<file path="src/dhi_pkg.sv">
// shared constants for the display host interface controller
package dhi_pkg;
	localparam int unsigned CLK_HZ     = 50_000_000;
	localparam int unsigned NS_PER_S   = 1_000_000_000;
	// pin timing, ns, as printed (least times)
	localparam int unsigned T_CYCLE_NS = 400;
	localparam int unsigned T_RDLO_NS  = 250;
	localparam int unsigned T_RDHI_NS  = 155;
	localparam int unsigned T_WRLO_NS  = 50;
	localparam int unsigned T_WRHI_NS  = 55;
	localparam int unsigned T_AS_NS    = 13;
	// least times round up
	localparam int unsigned CYC_CYCLE = (T_CYCLE_NS * (CLK_HZ / 1_000_000) + 999) / 1000;
	localparam int unsigned CYC_RDLO  = (T_RDLO_NS * (CLK_HZ / 1_000_000) + 999) / 1000;
	localparam int unsigned CYC_RDHI  = (T_RDHI_NS * (CLK_HZ / 1_000_000) + 999) / 1000;
	localparam int unsigned CYC_WRLO  = (T_WRLO_NS * (CLK_HZ / 1_000_000) + 999) / 1000;
	localparam int unsigned CYC_WRHI  = (T_WRHI_NS * (CLK_HZ / 1_000_000) + 999) / 1000;
	localparam int unsigned CYC_AS    = (T_AS_NS * (CLK_HZ / 1_000_000) + 999) / 1000;
	localparam int unsigned CNT_W     = 8;

	// interface straps {s2,s1,s0}
	localparam logic [2:0] MODE_SERIAL = 3'h0;
	localparam logic [2:0] MODE_BAD1   = 3'h1;
	localparam logic [2:0] MODE_I2C    = 3'h2;
	localparam logic [2:0] MODE_BAD3   = 3'h3;
	localparam logic [2:0] MODE_M68_8  = 3'h4;
	localparam logic [2:0] MODE_M68_4  = 3'h5;
	localparam logic [2:0] MODE_I80_8  = 3'h6;
	localparam logic [2:0] MODE_I80_4  = 3'h7;

	// register map (byte addresses)
	localparam logic [11:0] REG_CTRL   = 12'h000;
	localparam logic [11:0] REG_CMD    = 12'h004;
	localparam logic [11:0] REG_STATUS = 12'h008;
	localparam logic [11:0] REG_RDATA  = 12'h00C;
	// CTRL fields
	localparam int unsigned CTRL_MODE_LSB = 0;
	localparam int unsigned CTRL_RST_BIT  = 4;
	localparam logic [2:0]  CTRL_MODE_RST = MODE_M68_8;
	// CMD fields
	localparam int unsigned CMD_DATA_LSB = 0;
	localparam int unsigned CMD_DC_BIT   = 8;
	localparam int unsigned CMD_RD_BIT   = 9;
	// STATUS fields
	localparam int unsigned ST_BUSY_BIT = 0;
	localparam int unsigned ST_BAD_BIT  = 1;
	localparam int unsigned ST_DONE_BIT = 2;
	localparam logic [31:0] SLV_ERR_NONE = 32'h0000_0000;
endpackage

</file>
<file path="src/dhi_host.sv">
// host-side controller driving the display module pins from APB registers
// What this block does
// The mode register picks serial, I2C, 6800 or 8080 at 8 or 4 bits, and codes 001/011 are never driven.
// The straps are driven as steady levels that change only while no transfer runs.
// In parallel modes the data port (all 8 lines, or only the upper four in 4-bit modes) is driven on writes and released and sampled on reads.
// In serial mode data goes out on data line 1 and the clock on data line 0.
// In I2C mode data line 2 and 1 are joined on the board, but no command starts, so line 0 is never driven as the I2C clock.
// The read strobe pin is the high enable in 6800 modes and the low read strobe in 8080 modes.
// In 6800 modes the direction line is high for a read and low for a write.
// In 8080 modes the direction line is a separate low write strobe.
// In serial mode the direction line is held low.
// The data/command line is high for display data and low for a command byte.
// The module reset output is held low while software asks for reset.
// Chip select is low only during a transfer.
// After module reset the device comes up in its default state, so software must reinitialise it.
// In 4-bit modes each byte goes as two nibbles, high first, on the upper four data lines.
module dhi_host
	import dhi_pkg::*;
(
	input  wire logic        pclk,
	input  wire logic        presetn,
	input  wire logic        psel,
	input  wire logic        penable,
	input  wire logic        pwrite,
	input  wire logic [11:0] paddr,
	input  wire logic [31:0] pwdata,
	output logic      [31:0] prdata,
	output logic             pready,
	output logic             pslverr,
	output logic             host_if_strap_0,
	output logic             host_if_strap_1,
	output logic             host_if_strap_2,
	input  wire logic [7:0]  bus_in,
	output logic      [7:0]  bus_out,
	output logic      [7:0]  bus_oe_n,
	output logic             rd_pin,
	output logic             rw_pin,
	output logic             data_command_select,
	output logic             module_reset_n,
	output logic             cs_n
);
	typedef enum logic [2:0] {ST_IDLE, ST_SETUP, ST_ACTIVE, ST_RECOVER, ST_SER} dhi_state_e;

	dhi_state_e  state_q;
	logic [2:0]  mode_q;
	logic        rst_req_q;
	logic [7:0]  byte_q;
	logic        dc_q;
	logic        rd_q;
	logic        nib_q;
	logic [3:0]  bit_q;
	logic        bad_q;
	logic        done_q;
	logic [7:0]  rdata_q;
	logic        tload;
	logic [CNT_W-1:0] tcount;
	logic        texp;

	wire is_par  = mode_q[2];
	wire is_4bit = mode_q[2] && mode_q[0];
	wire is_80   = mode_q[2] && mode_q[1];
	wire busy    = (state_q != ST_IDLE);
	wire wr_acc  = psel && penable && pwrite;
	wire cmd_go  = wr_acc && (paddr == REG_CMD) && !busy && !rst_req_q;

	dhi_phase_timer #(.W(CNT_W)) u_timer (
		.pclk    (pclk),
		.presetn (presetn),
		.load    (tload),
		.count   (tcount),
		.expired (texp)
	);

	// apb answers in the access phase with no wait state
	always_ff @(posedge pclk or negedge presetn)
	begin
		if (!presetn)
			pready <= 1'b0;
		else
			pready <= psel && !penable;
	end

	always_ff @(posedge pclk or negedge presetn)
	begin
		if (!presetn)
			pslverr <= 1'b0;
		else
			pslverr <= psel && !penable && paddr[1:0] != 2'h0;
	end

	always_ff @(posedge pclk or negedge presetn)
	begin
		if (!presetn)
			prdata <= SLV_ERR_NONE;
		else if (psel && !penable && !pwrite)
			unique case (paddr)
				REG_CTRL:   prdata <= {27'h0, rst_req_q, 1'b0, mode_q};
				REG_STATUS: prdata <= {29'h0, done_q, bad_q, busy};
				REG_RDATA:  prdata <= {24'h0, rdata_q};
				default:    prdata <= SLV_ERR_NONE;
			endcase
	end

	// mode and reset request change only while idle so straps stay static
	always_ff @(posedge pclk or negedge presetn)
	begin
		if (!presetn)
		begin
			mode_q    <= CTRL_MODE_RST;
			rst_req_q <= 1'b1;
		end
		else if (wr_acc && paddr == REG_CTRL && !busy)
		begin
			rst_req_q <= pwdata[CTRL_RST_BIT];
			if (pwdata[CTRL_MODE_LSB +: 3] != MODE_BAD1 && pwdata[CTRL_MODE_LSB +: 3] != MODE_BAD3)
				mode_q <= pwdata[CTRL_MODE_LSB +: 3];
		end
	end

	always_ff @(posedge pclk or negedge presetn)
	begin
		if (!presetn)
			bad_q <= 1'b0;
		else if (wr_acc && paddr == REG_CTRL && !busy)
			bad_q <= (pwdata[CTRL_MODE_LSB +: 3] == MODE_BAD1)
				|| (pwdata[CTRL_MODE_LSB +: 3] == MODE_BAD3);
	end

	// straps and reset straight from flops
	always_ff @(posedge pclk or negedge presetn)
	begin
		if (!presetn)
		begin
			host_if_strap_0 <= CTRL_MODE_RST[0];
			host_if_strap_1 <= CTRL_MODE_RST[1];
			host_if_strap_2 <= CTRL_MODE_RST[2];
			module_reset_n  <= 1'b0;
		end
		else
		begin
			host_if_strap_0 <= mode_q[0];
			host_if_strap_1 <= mode_q[1];
			host_if_strap_2 <= mode_q[2];
			module_reset_n  <= !rst_req_q;
		end
	end

	// transfer sequencer; i2c mode is selected but no command starts a transfer in it
	always_ff @(posedge pclk or negedge presetn)
	begin
		if (!presetn)
		begin
			state_q <= ST_IDLE;
			byte_q  <= 8'h00;
			dc_q    <= 1'b0;
			rd_q    <= 1'b0;
			nib_q   <= 1'b0;
			bit_q   <= 4'h0;
		end
		else
		begin
			unique case (state_q)
				ST_IDLE:
					if (cmd_go && mode_q != MODE_I2C)
					begin
						byte_q  <= pwdata[CMD_DATA_LSB +: 8];
						dc_q    <= pwdata[CMD_DC_BIT];
						rd_q    <= pwdata[CMD_RD_BIT] && is_par; // serial is write-only
						nib_q   <= 1'b0;
						bit_q   <= 4'h0;
						state_q <= is_par ? ST_SETUP : ST_SER;
					end
				ST_SETUP:
					if (texp)
						state_q <= ST_ACTIVE;
				ST_ACTIVE:
					if (texp)
						state_q <= ST_RECOVER;
				ST_RECOVER:
					if (texp)
					begin
						if (is_4bit && !nib_q)
						begin
							nib_q   <= 1'b1;
							state_q <= ST_SETUP;
						end
						else
							state_q <= ST_IDLE;
					end
				ST_SER:
					if (texp)
					begin
						if (bit_q == 4'hF)
							state_q <= ST_IDLE;
						bit_q <= bit_q + 4'h1;
					end
			endcase
		end
	end

	// phase timing
	always_comb
	begin
		tload  = 1'b0;
		tcount = CNT_W'(CYC_AS);
		unique case (state_q)
			ST_IDLE:
				tload = cmd_go;
			ST_SETUP:
			begin
				tload  = texp;
				tcount = rd_q ? CNT_W'(CYC_RDLO) : CNT_W'(CYC_CYCLE - CYC_WRHI - CYC_AS);
			end
			ST_ACTIVE:
			begin
				tload  = texp;
				tcount = rd_q ? CNT_W'(CYC_RDHI) : CNT_W'(CYC_WRHI);
			end
			ST_RECOVER:
				tload = texp && is_4bit && !nib_q;
			ST_SER:
			begin
				tload  = texp;
				tcount = CNT_W'(CYC_WRLO);
			end
		endcase
	end

	wire [7:0] out_byte = (is_4bit && nib_q) ? {byte_q[3:0], 4'h0} : byte_q;
	wire       strobe   = (state_q == ST_ACTIVE);

	// pins
	always_ff @(posedge pclk or negedge presetn)
	begin
		if (!presetn)
		begin
			cs_n                <= 1'b1;
			rd_pin              <= 1'b0;
			rw_pin              <= 1'b0;
			data_command_select <= 1'b0;
			bus_out             <= 8'h00;
			bus_oe_n            <= 8'hFF;
		end
		else if (is_par)
		begin
			cs_n                <= !(state_q != ST_IDLE);
			data_command_select <= dc_q;
			bus_out             <= out_byte;
			bus_oe_n            <= (busy && !rd_q) ? (is_4bit ? 8'h0F : 8'h00) : 8'hFF;
			if (is_80)
			begin
				rd_pin <= !(strobe && rd_q);
				rw_pin <= !(strobe && !rd_q);
			end
			else
			begin
				rd_pin <= strobe;
				rw_pin <= rd_q;
			end
		end
		else
		begin
			cs_n                <= !(state_q == ST_SER);
			rw_pin              <= 1'b0;
			rd_pin              <= 1'b0;
			data_command_select <= dc_q;
			bus_out             <= {6'h00, byte_q[3'(7 - bit_q[3:1])], bit_q[0]};
			bus_oe_n            <= (state_q == ST_SER) ? 8'hFC : 8'hFF;
		end
	end

	// read capture at the end of the strobe, nibbles merged high first
	always_ff @(posedge pclk or negedge presetn)
	begin
		if (!presetn)
			rdata_q <= 8'h00;
		else if (strobe && texp && rd_q)
		begin
			if (!is_4bit)
				rdata_q <= bus_in;
			else if (!nib_q)
				rdata_q[7:4] <= bus_in[7:4];
			else
				rdata_q[3:0] <= bus_in[7:4];
		end
	end

	always_ff @(posedge pclk or negedge presetn)
	begin
		if (!presetn)
			done_q <= 1'b0;
		else if ((state_q == ST_RECOVER || state_q == ST_SER) && texp
			&& (is_par ? !(is_4bit && !nib_q) : (bit_q == 4'hF)))
			done_q <= 1'b1;
		else if (cmd_go)
			done_q <= 1'b0;
	end

	property p_serial_rw_low;
		@(posedge pclk) disable iff (!presetn)
		(!mode_q[2] && !$past(mode_q[2])) |=> !rw_pin;
	endproperty
	a_serial_rw_low: assert property (p_serial_rw_low) else $error("rw not low in serial");

	property p_cs_idle_high;
		@(posedge pclk) disable iff (!presetn)
		(state_q == ST_IDLE) ##1 (state_q == ST_IDLE) |-> cs_n;
	endproperty
	a_cs_idle_high: assert property (p_cs_idle_high) else $error("cs low while idle");

	property p_no_bad_mode;
		@(posedge pclk) disable iff (!presetn)
		host_if_strap_2 || !host_if_strap_0;
	endproperty
	a_no_bad_mode: assert property (p_no_bad_mode) else $error("invalid strap code");

	property p_straps_static;
		@(posedge pclk) disable iff (!presetn)
		busy && $past(busy) |-> $stable({host_if_strap_2, host_if_strap_1, host_if_strap_0});
	endproperty
	a_straps_static: assert property (p_straps_static) else $error("mode moved mid transfer");

	property p_68_rw_dir;
		@(posedge pclk) disable iff (!presetn)
		(is_par && !is_80 && strobe) |=> (rw_pin == rd_q);
	endproperty
	a_68_rw_dir: assert property (p_68_rw_dir) else $error("6800 direction wrong");

	property p_80_strobes;
		@(posedge pclk) disable iff (!presetn)
		(is_80 && $past(is_80)) |=> (rd_pin || rw_pin);
	endproperty
	a_80_strobes: assert property (p_80_strobes) else $error("both 8080 strobes low");

	property p_read_release;
		@(posedge pclk) disable iff (!presetn)
		(is_par && busy && rd_q) |=> (bus_oe_n == 8'hFF);
	endproperty
	a_read_release: assert property (p_read_release) else $error("bus driven on read");

	property p_dc_follows;
		@(posedge pclk) disable iff (!presetn)
		strobe |=> (data_command_select == dc_q);
	endproperty
	a_dc_follows: assert property (p_dc_follows) else $error("dc wrong in strobe");

	property p_reset_out;
		@(posedge pclk) disable iff (!presetn)
		rst_req_q |=> !module_reset_n;
	endproperty
	a_reset_out: assert property (p_reset_out) else $error("module reset not held");
endmodule

</file>
<file path="src/dhi_phase_timer.sv">
// down-counter that times one pin phase
module dhi_phase_timer
	import dhi_pkg::*;
#(
	parameter int unsigned W = CNT_W
)(
	input  wire logic         pclk,
	input  wire logic         presetn,
	input  wire logic         load,
	input  wire logic [W-1:0] count,
	output logic              expired
);
	logic [W-1:0] cnt_q;

	always_ff @(posedge pclk or negedge presetn)
	begin
		if (!presetn)
			cnt_q <= '0;
		else if (load)
			cnt_q <= count;
		else if (cnt_q != '0)
			cnt_q <= cnt_q - W'(1);
	end

	// no term from load here: callers build load from expired
	assign expired = (cnt_q == '0);
endmodule

</file>
<file path="config.mk">
export PLATFORM = sky130hd
export DESIGN_NAME = dhi_host
export DESIGN_NICKNAME = d
export VERILOG_FILES = /design/src/dhi_pkg.sv /design/src/dhi_host.sv /design/src/dhi_phase_timer.sv
export SDC_FILE = /design/constraint.sdc
export NUM_CORES = 1
export LEC_CHECK = 0
export ABC_AREA = 1
export BUFFER_PORTS_ARGS = -buffer_cell sky130_fd_sc_hd__clkbuf_2
export CAP_MARGIN = 30
export CORE_ASPECT_RATIO = 1.4
export CORE_MARGIN = 1.5
export CORE_UTILIZATION = 51
export CTS_CLUSTER_SIZE = 8
export DETAILED_ROUTE_END_ITERATION = 16
export GPL_ROUTABILITY_DRIVEN = 1
export PLACE_DENSITY_LB_ADDON = 0.05
export SETUP_SLACK_MARGIN = 0.5
export SLEW_MARGIN = 20
export SYNTH_ARGS = -nofsm -noshare
export SYNTH_HDL_FRONTEND = slang
export SYNTH_HIERARCHICAL = 1
export SYNTH_SLANG_ARGS = --single-unit
</file>
<file path="constraint.sdc">
create_clock -name pclk -period 2.2 [get_ports pclk]
set_input_delay 0.44 -clock pclk [delete_from_list [all_inputs] [get_ports pclk]]
set_output_delay 0.44 -clock pclk [all_outputs]
set_load 0.01 [all_outputs]
</file>
==> Yosys cells after proc, flatten, opt, wreduce, memory -nomap -nowiden <==
Index checks and enable logic that the tools add are counted.
{ "totals": {"register_bits": 98, "latch_bits": 0, "ram_bits": 0, "rom_bits": 0, "in_bits": 57, "output_inout_bits": 58, "word_cells": 150, "n_memories": 0} }
{ "classes": {"n_addsub": 3, "n_mul": 0, "n_div": 0, "order_cmp": 1, "n_eq_ne": 22, "shifts": 0, "n_mux": 42, "n_bitwise": 0, "reduce_logical": 56} }
{ "ops": {"columns": ["operator", "n"], "rows": [
  ["2-to-1 mux 8 bit", 7],
  ["logical AND 1 bit", 26],
  ["== test 12 x 4 -> 1 bit, second input constant", 2],
  ["2-to-1 mux 4 bit", 6],
  ["one-hot mux 8 bit (3 select lines)", 1],
  ["2-to-1 mux 3 bit", 7],
  ["one-hot mux 3 bit (5 select lines)", 1],
  ["one-hot mux 5 bit (3 select lines)", 1],
  ["inequality test 2 bit, second input constant", 7],
  ["2-to-1 mux 1 bit", 13],
  ["== test 12 x 3 -> 1 bit, second input constant", 1],
  ["logical NOT 12 bit", 1],
  ["logical NOT 1 bit", 10],
  ["nonzero test 2 bit", 5],
  ["== test 3 x 2 -> 1 bit, second input constant", 3],
  ["logical NOT 8 bit", 1],
  ["one-hot mux 4 bit (2 select lines)", 1],
  ["AND reduction 2 bit", 4],
  ["nonzero test 8 bit", 1],
  ["subtractor 8 x 1 -> 8 bit, second input constant", 1],
  ["== test 3 x 1 -> 1 bit, second input constant", 2],
  ["inequality test 3 x 2 -> 1 bit, second input constant", 2],
  ["AND reduction 6 bit", 1],
  ["2-to-1 mux 5 bit", 1],
  ["other kinds (17)", 19]
]} }

==> Depth between registers and ports, before layout <==
Gate-level depths: netlist (run 1).
{ "logic_depth": {"depth_word": 8, "mapped_depth": 12, "mapped_depth_nobuf": 11} }

==> By module <==
The synthesis (run 1) kept the hierarchy.
{ "modules_own_cells": {"columns": ["module", "instances", "cells_per_inst", "area_per_inst_um2", "seq_area_each_um2"], "rows": [
  ["dhi_host", 1, 353, 3047.9, 1535.2],
  ["dhi_phase_timer", 1, 71, 513.0, 200.2]
]} }

==> Least setup slack after synthesis (run 1) <==
OpenSTA, ideal clock, no wires.
{ "synth_path": {"path_kind": "flip-flop to flip-flop", "start": "register u_timer.cnt_q[0]", "end": "register u_timer.cnt_q[0]", "arrival_ns": 1.651, "required_time_ns": 2.082, "setup_slack_ns": 0.431, "stages_incl_launch_ff": 11, "n_path_buf": 1, "synth_period_minus_slack_ns": 1.769, "path_cell_list": "dfrtp_1 -> inv_1 -> ha_1 -> nand2_2 -> nor2_4 -> nand4_1 -> nand3_1 -> buf_2 -> o21ai_0 -> nand2_1 -> o21ai_2"} }
{ "synth_between": {"elab_chain_len": 5} }
{ "synth_rtl": {"columns": ["element", "line_no", "source"], "rows": [
  ["start: declaration", "dhi_phase_timer.sv:13", "logic [W-1:0] cnt_q;"],
  ["start signal: assignment", "dhi_phase_timer.sv:20", "cnt_q <= count;"],
  ["start signal: assignment", "dhi_phase_timer.sv:22", "cnt_q <= cnt_q - W'(1);"],
  ["logical NOT 8 bit *", "dhi_phase_timer.sv:26", "assign expired = (cnt_q == '0);"],
  ["named net texp", "dhi_host.sv:57", "logic texp;"],
  ["logical AND 1 bit (2 in series)", "dhi_host.sv:220", "tload = texp && is_4bit && !nib_q;"],
  ["one-hot mux 1 bit (3 select lines) *", "dhi_host.sv:206", "unique case (state_q)"],
  ["named net tload", "dhi_host.sv:55", "logic tload;"],
  ["2-to-1 mux 8 bit or nonzero test 2 bit (tied branches)", null, null]
]} }
The timed path passes the listed nets; every way through them passes the cells marked *. The select of a mux whose other input is x is not followed.
A chain may end at the register's enable or synchronous reset.

==> Final worst setup path (run 1) <==
{ "layout_path": {"start": "register u_timer.cnt_q[0]", "end": "register u_timer.cnt_q[4]"} }
Same word-level chain as after synthesis.

==> results of run 1 <==
[worst max-delay path by stage]
| stage | start | end | slack, ps | cells past startpoint |
|---|---|---|---|---|
| final | u_timer/cnt_q[0]$_DFFE_PN0P_ | u_timer/cnt_q[4]$_DFFE_PN0P_ | 520 | 9 |
| after global routing | u_timer/cnt_q[1]$_DFFE_PN0P_ | u_timer/cnt_q[1]$_DFFE_PN0P_ | 410 | 10 |
| after CTS | u_timer/cnt_q[0]$_DFFE_PN0P_ | u_timer/cnt_q[6]$_DFFE_PN0P_ | 500 | 10 |
| after detailed placement | u_timer/cnt_q[0]$_DFFE_PN0P_ | u_timer/cnt_q[6]$_DFFE_PN0P_ | 260 | 10 |
| after global placement | paddr[1] | u_timer/cnt_q[6]$_DFFE_PN0P_ | 280 | 10 |
| after floorplan | u_timer/cnt_q[0]$_DFFE_PN0P_ | u_timer/cnt_q[0]$_DFFE_PN0P_ | 520 | 10 |
[what timing repair did]
item                                    CTS  global route
endpoints found under the setup margin   17            32
buffers inserted                          7            12
resized for setup                         6            31
pin swaps                                 4            11
[layout by cell type (no fill, tap or decap), types with 5 or more instances in the layout]
cell type	synthesis	layout
a21oi_1	8	7
buf_4	30	21
clkbuf_2	0	67
clkbuf_8	0	10
conb_1	1	27
dfrtp_1	62	61
dfstp_2	7	7
inv_1	45	40
inv_2	3	6
nand2_1	98	91
nand2_2	9	15
nand3_1	32	26
nand3_2	0	5
nand4_1	6	6
nor2_1	36	33
nor2_2	7	9
o211ai_1	5	5
o21ai_0	33	31
o21ai_2	5	5
[state kept, by name (all words and copies together) (netlist names), 3 cells and up]
register / cells
u_timer/cnt_q: 8
bus_oe_n: 3
byte_q: 8
rdata_q: 8
mode_q: 3
bus_out: 8
state_q: 3
bit_q: 4
prdata: 8
[routing by layer]
layer | vias up | track usage, % | wire (µm)
met5 | - | 0 | 0
met4 | 0 | 12.39 | 212
met3 | 18 | 3.846 | 367
met2 | 78 | 39.57 | 4118
met1 | 1402 | 28.02 | 3277
li1 | 1514 | - | -
[through the flow]
stage / utilization [%] / total power [mW]
3_5_place_dp: 59.08 / 2.718
3_3_place_gp: 59.08 / 2.691
4_1_cts: 63.18 / 3.763
5_1_grt: 65.94 / 4.139
2_1_floorplan: - / 2.430
6_report: 65.94 / 3.878
[logic make-up (layout without fill, tap and decap cells)]
| logic type | after synthesis | in the layout |
|---|---|---|
| and+or+nand+nor | 200 | 200 |
| buffers and inverters | 84 | 160 |
| DFF | 69 | 69 |
| AOI/OAI and AO/OA | 65 | 65 |
| xor gates and xnor gates | 3 | 3 |
| adders and majority gates | 2 | 2 |
| other | 1 | 27 |
[area by class of cell]
| type | count | area [µm²] | area share, % |
|---|---|---|---|
| clock inverter | 4 | 47.55 | 1.083 |
| clock buffer | 12 | 145.1 | 3.307 |
| tap | 92 | 115.1 | 2.623 |
| inverter | 49 | 195.2 | 4.447 |
| timing repair buffer | 95 | 591.8 | 13.48 |
| sequential | 69 | 1737 | 39.57 |
| multi-input combinational | 297 | 1558 | 35.49 |
[power by group through the flow]
stage	Clock [mW]	Combinational [mW]	Sequential, mW
2_1_floorplan	0	0.804	1.63
5_1_grt	1.07	1.40	1.66
4_1_cts	1.03	1.11	1.62
6_report	1.02	1.22	1.63
3_3_place_gp	0	1.06	1.64
3_5_place_dp	0	1.08	1.64
[critical path, stage by stage, from the launching register on]
cell	delay [ps]
dfrtp_1	400
inv_2	90
ha_4	170
nand2_4	60
nor2_4	160
nand4_1	200
nand3_4	210
buf_4	130
nand2_1	60
a21boi_2	140
==> qor.csv, run 1 <==
stage,metric,value,unit
status,status,"complete, no violations",
detailed_routing,vias_per_cell,4.874,
synth,synth_compound_area_share,10.65,%
detailed_routing,wl,7976,µm
timing,finalSetupViolCount,0,
die,die_h,101.9,µm
power,leakage,2.249,nW
power,switching_share,36.07,%
place,io_buffers,68,
global_routing,grt_pass1_vias,2849,
final_layout,fillers,599,
cts,htree_levels,3,
synth,async_reset_ff_share,100.0,%
setup_path,required,2490,ps
timing,fin_crit_sh,76.41,%
power,power.internal,2.479,mW
die,rows,35,
timing,timing.final.hold_violations,0,
setup_path,start_kind,register,
cts,clockBufferDepth,2,
place,dp_hpwl,5772,µm
synth,syn_area,0.003561,mm²
cts,path_clk_slew,70,ps
die,start_util,53.50,%
timing,finalSetupTns,0,ps
global_routing,grt_pass1_wl,13110,µm
timing,maxSlewHeadroom,57.08,%
final_layout,nNetsFinal,580,
place,place_worst_setup_slack,259.3,ps
synth,synthSimpleGateAreaFrac,26.21,%
cts,cts_tree,yes,
global_routing,grt_start_max_net_pins,26,
synth,synth_common_cells,"nand2_1, dfrtp_1, inv_1",
final_layout,diodes,0,
detailed_routing,dr.pass1.iters,4,
job,cap_violations,0,
global_routing,antenna_found_initial,0,
synth,synth_mux_area_share,0,%
synth,ys_top_cells_by_area,"dfrtp_1, nand2_1, buf_4",
detailed_routing,antenna_left,0,
setup_path,r2r_cells,9,
die,core_area,0.006656,mm²
synth,ys_warn_count,6,
setup_path,r2r_setup_slack,520,ps
timing,maxSlewViolCount,0,
detailed_routing,post-route-drc-count,0,
synth,synth_edf_count,0,
place,dp.cells,583,
synth,synthAdderAreaFrac,0.7027,%
timing,grt_setup_unrepaired,yes,
power,clock_power_share,26.4,%
setup_path,worstSetupPathType,reg -> reg,
hold_path,worstHoldPathType,in -> async,
power,p_comb_share,31.5,%
timing,setup_ws,519.0,ps
timing,tightest_slew,643.7,ps
synth,synthCells,424,
synth,ys_seq_elements,69,
cts,clkSinkCount,69,
setup_path,crit_path_max_fanout,8,
cts,cts_root_buffer,clkbuf_8,
detailed_routing,wl_per_cell,12.91,µm
setup_path,cp-end-kind,register,
synth,yosysTopAreaCellShare,43.57,%
setup_path,arrival,1970,ps
final_layout,design_area,0.004389,mm²
synth,synth_flop_cell,dfrtp_1,
die,num_io_pins,115,
timing,skew,8.511,ps
power,seqPwrFrac,42.0,%
final_layout,area_growth,23.26,%
power,vdd_drop_max,0.5355,mV
die,fp.dieW,73.62,µm
final_layout,fin_cells,618,
place,place.gp.congestion,0.9092,
synth,synth_top_family_by_area,simple AND/OR/NAND/NOR gates,
final_layout,final_layout_size_suffix_gt1_share,33.08,%
synth,synth_largest_area_cell,dfrtp_1,
power,power.density,883.6,mW/mm²
cts,cts_buffers,9,
timing,post-route-min-period,1681,ps
power,p_switching,1.399,mW
global_routing,track_usage,23.30,%
synth,synth_xor_area_share,0.7379,%
setup_path,reg2reg_to,u_timer/cnt_q[4]$_DFFE_PN0P_,
synth,yosysUniqueCellTypes,38,
cts,cts_hold_buf,0,
die,die_area,0.007500,mm²
setup_path,timing.rr.start,u_timer/cnt_q[0]$_DFFE_PN0P_,
place,placed_area,0.003933,mm²
detailed_routing,drt_iter0_drc,142,
timing,holdWs,96.37,ps
timing,max_freq,594.9,MHz
synth,seq_area_frac_synth,48.74,%
synth,synth_most_common_cell,nand2_1,
detailed_routing,vias,3012,
global_routing,grt-ovfl-total,0,
synth,synth.avg_cell_area,8.398,µm²
cts,clk_latency,360,ps
Note: power is estimated with default switching activity, not from simulation.
==> run 2: changes to the inputs <==
CORE_UTILIZATION = 46   (was 51)
clock period = 1.4 ns   (was 2.2 ns; I/O delays follow)
==> qor.csv, run 2 (synthesized netlist as in run 1, its figures left out) <==
stage,metric,value,unit,change
cts,cts_tree,yes,,
die,die_area,0.008286,mm²,+10%
place,dp_hpwl,6236,µm,+8.0%
timing,fin_crit_sh,119.1,%,+43 points
detailed_routing,antenna_left,0,,unchanged
power,leakage,2.793,nW,+24%
place,placed_area,0.004439,mm²,+13%
final_layout,area_growth,55.31,%,
final_layout,fin_cells,691,,+12%
die,start_util,48.07,%,-5.4 points
power,p_total,7.364,mW,+90%
die,num_io_pins,115,,unchanged
final_layout,final_common_cell,nand2_1,,
job,cap_violations,0,,unchanged
power,power.density,1332,mW/mm²,+51%
detailed_routing,wl,9415,µm,+18%
setup_path,start_kind,register,,
cts,htree_levels,3,,unchanged
global_routing,grt_pass1_vias,3251,,+14%
place,dp.cells,640,,+9.8%
setup_path,required,1690,ps,-800 ps
final_layout,final_layout_size_suffix_gt1_share,50.51,%,+17 points
die,die_h,107.1,µm,+5.1%
timing,finalSetupViolCount,39,,+39
detailed_routing,post-route-drc-count,0,,unchanged
global_routing,grt_start_max_net_pins,70,,+170%
final_layout,nNetsFinal,648,,+12%
power,vdd_drop_max,1.117,mV,+110%
setup_path,arrival,1960,ps,about the same
timing,setup_ws,-267.1,ps,-786.1 ps
setup_path,crit_path_max_fanout,5,,-3
status,violations,negative setup slack,,
detailed_routing,wl_per_cell,13.63,µm,+5.6%
timing,max_freq,599.9,MHz,+0.83%
cts,path_clk_slew,70,ps,about the same
cts,cts_root_buffer,clkbuf_8,,
place,io_buffers,68,,unchanged
die,core_area,0.007407,mm²,+11%
cts,cts_buffers,9,,unchanged
status,status,finished with violations,,
timing,timing.final.hold_violations,0,,unchanged
timing,holdWs,132.4,ps,+36.05 ps
detailed_routing,vias,3346,,+11%
cts,clkSinkCount,69,,unchanged
global_routing,track_usage,22.99,%,-0.31 points
place,place.gp.congestion,0.8814,,-3.1%
detailed_routing,dr.pass1.iters,4,,unchanged
final_layout,finish.utilization,74.66,%,+8.7 points
hold_path,worstHoldPathType,in -> reg,,
final_layout,design_area,0.005530,mm²,+26%
setup_path,cp-end-kind,register,,
final_layout,diodes,0,,unchanged
timing,post-route-min-period,1667,ps,-13.92 ps
global_routing,grt_pass1_wl,14730,µm,+12%
die,rows,37,,+5.7%
die,fp.dieW,77.36,µm,+5.1%
global_routing,grt-ovfl-total,0,,unchanged
setup_path,r2r_setup_slack,-270,ps,-790 ps
timing,grt_setup_unrepaired,yes,,
global_routing,antenna_found_initial,0,,unchanged
cts,clockBufferDepth,2,,unchanged
final_layout,final_cell_mix,"nand2_1, buf_4, dfrtp_1",,
timing,skew,12.38,ps,+3.872 ps
timing,maxSlewViolCount,0,,unchanged
cts,clk_latency,360,ps,about the same
detailed_routing,vias_per_cell,4.842,,-0.65%
setup_path,worstSetupPathType,reg -> reg,,
detailed_routing,drt_iter0_drc,169,,+19%
run 2: changes by cell type in the layout (fill, tap and decap cells not counted), moves of 6 or more:
| cell | before | now |
|---|---|---|
| buf_4 | 21 | 65 |
| nand2_4 | 3 | 12 |
| nand2_1 | 91 | 73 |
| o21ai_2 | 5 | 14 |
| buf_6 | 3 | 34 |
| buf_2 | 1 | 22 |
| o21ai_0 | 31 | 9 |
| nor2_1 | 33 | 24 |
| clkbuf_2 | 67 | 30 |
| o21ai_1 | 4 | 16 |
| nor2_4 | 4 | 13 |
| nand3_1 | 26 | 20 |
run 2: worst max-delay path, stage by stage, from the launching register on:
cell,delay [ps]
dfrtp_1,390
inv_2,80
ha_4,140
nand2_4,50
nor2_4,160
nand4_1,190
nand3_2,180
buf_6,140
nand2_2,50
o21ai_1,70
nand2_1,80
o21ai_2,50
run 2: report_power, final:
group	switching, mW	internal [mW]	total, mW
clock	0.764	0.959	1.72
sequential	0.187	2.30	2.49
combinational	1.61	1.55	3.16
run 2: layout make-up:
type / instances / area [µm²]
repair inverters: 1 / 16.27
inverters: 49 / 205.2
flip-flops and latches: 69 / 1737
fillers: 553 / 1877
multi-input cells: 297 / 1926
well taps: 97 / 121.4
clock buffers: 12 / 165.2
clock inverters: 4 / 45.04
repair buffers: 162 / 1315
run 2: per-layer routing:
metal | routed length, µm | vias to the layer above | track usage [%]
li1 | - | 1658 | -
met1 | 3648 | 1592 | 25.90
met2 | 5214 | 80 | 42.17
met3 | 358 | 16 | 4.936
met4 | 192 | 0 | 8.442
met5 | 0 | - | 0
run 2: final timing paths:
check	from	endpoint	cells past startpoint
min in group asynchronous	presetn	prdata[5]$_DFFE_PN0P_	3
worst min-delay path	pwdata[7]	byte_q[7]$_DFFE_PN0P_	3
worst max-delay path	u_timer/cnt_q[0]$_DFFE_PN0P_	u_timer/cnt_q[0]$_DFFE_PN0P_	11
worst min register to register	dc_q$_DFFE_PN0P_	data_command_select$_DFF_PN0_	0
max in group asynchronous	presetn	cs_n$_DFF_PN1_	3
worst max register to register	u_timer/cnt_q[0]$_DFFE_PN0P_	u_timer/cnt_q[0]$_DFFE_PN0P_	11
run 2: through the flow:
stage	setup WS (ps)	TNS [ps]
floorplan	-118.7	-1158
global placement	-173.4	-3529
detailed placement	-209.9	-4892
CTS	-164.9	-3553
global route	-334.6	-7886
finish	-267.1	-5016
run 2: timing repair:
item | 4_1_cts | 5_1_grt
hold endpoints to repair | 62 | 0
gates cloned | 1 | 0
pin swaps | 21 | 31
gates resized for setup | 74 | 103
buffers inserted | 18 | 15
hold buffers | 1 | 0
endpoints found under the setup margin | 97 | 97
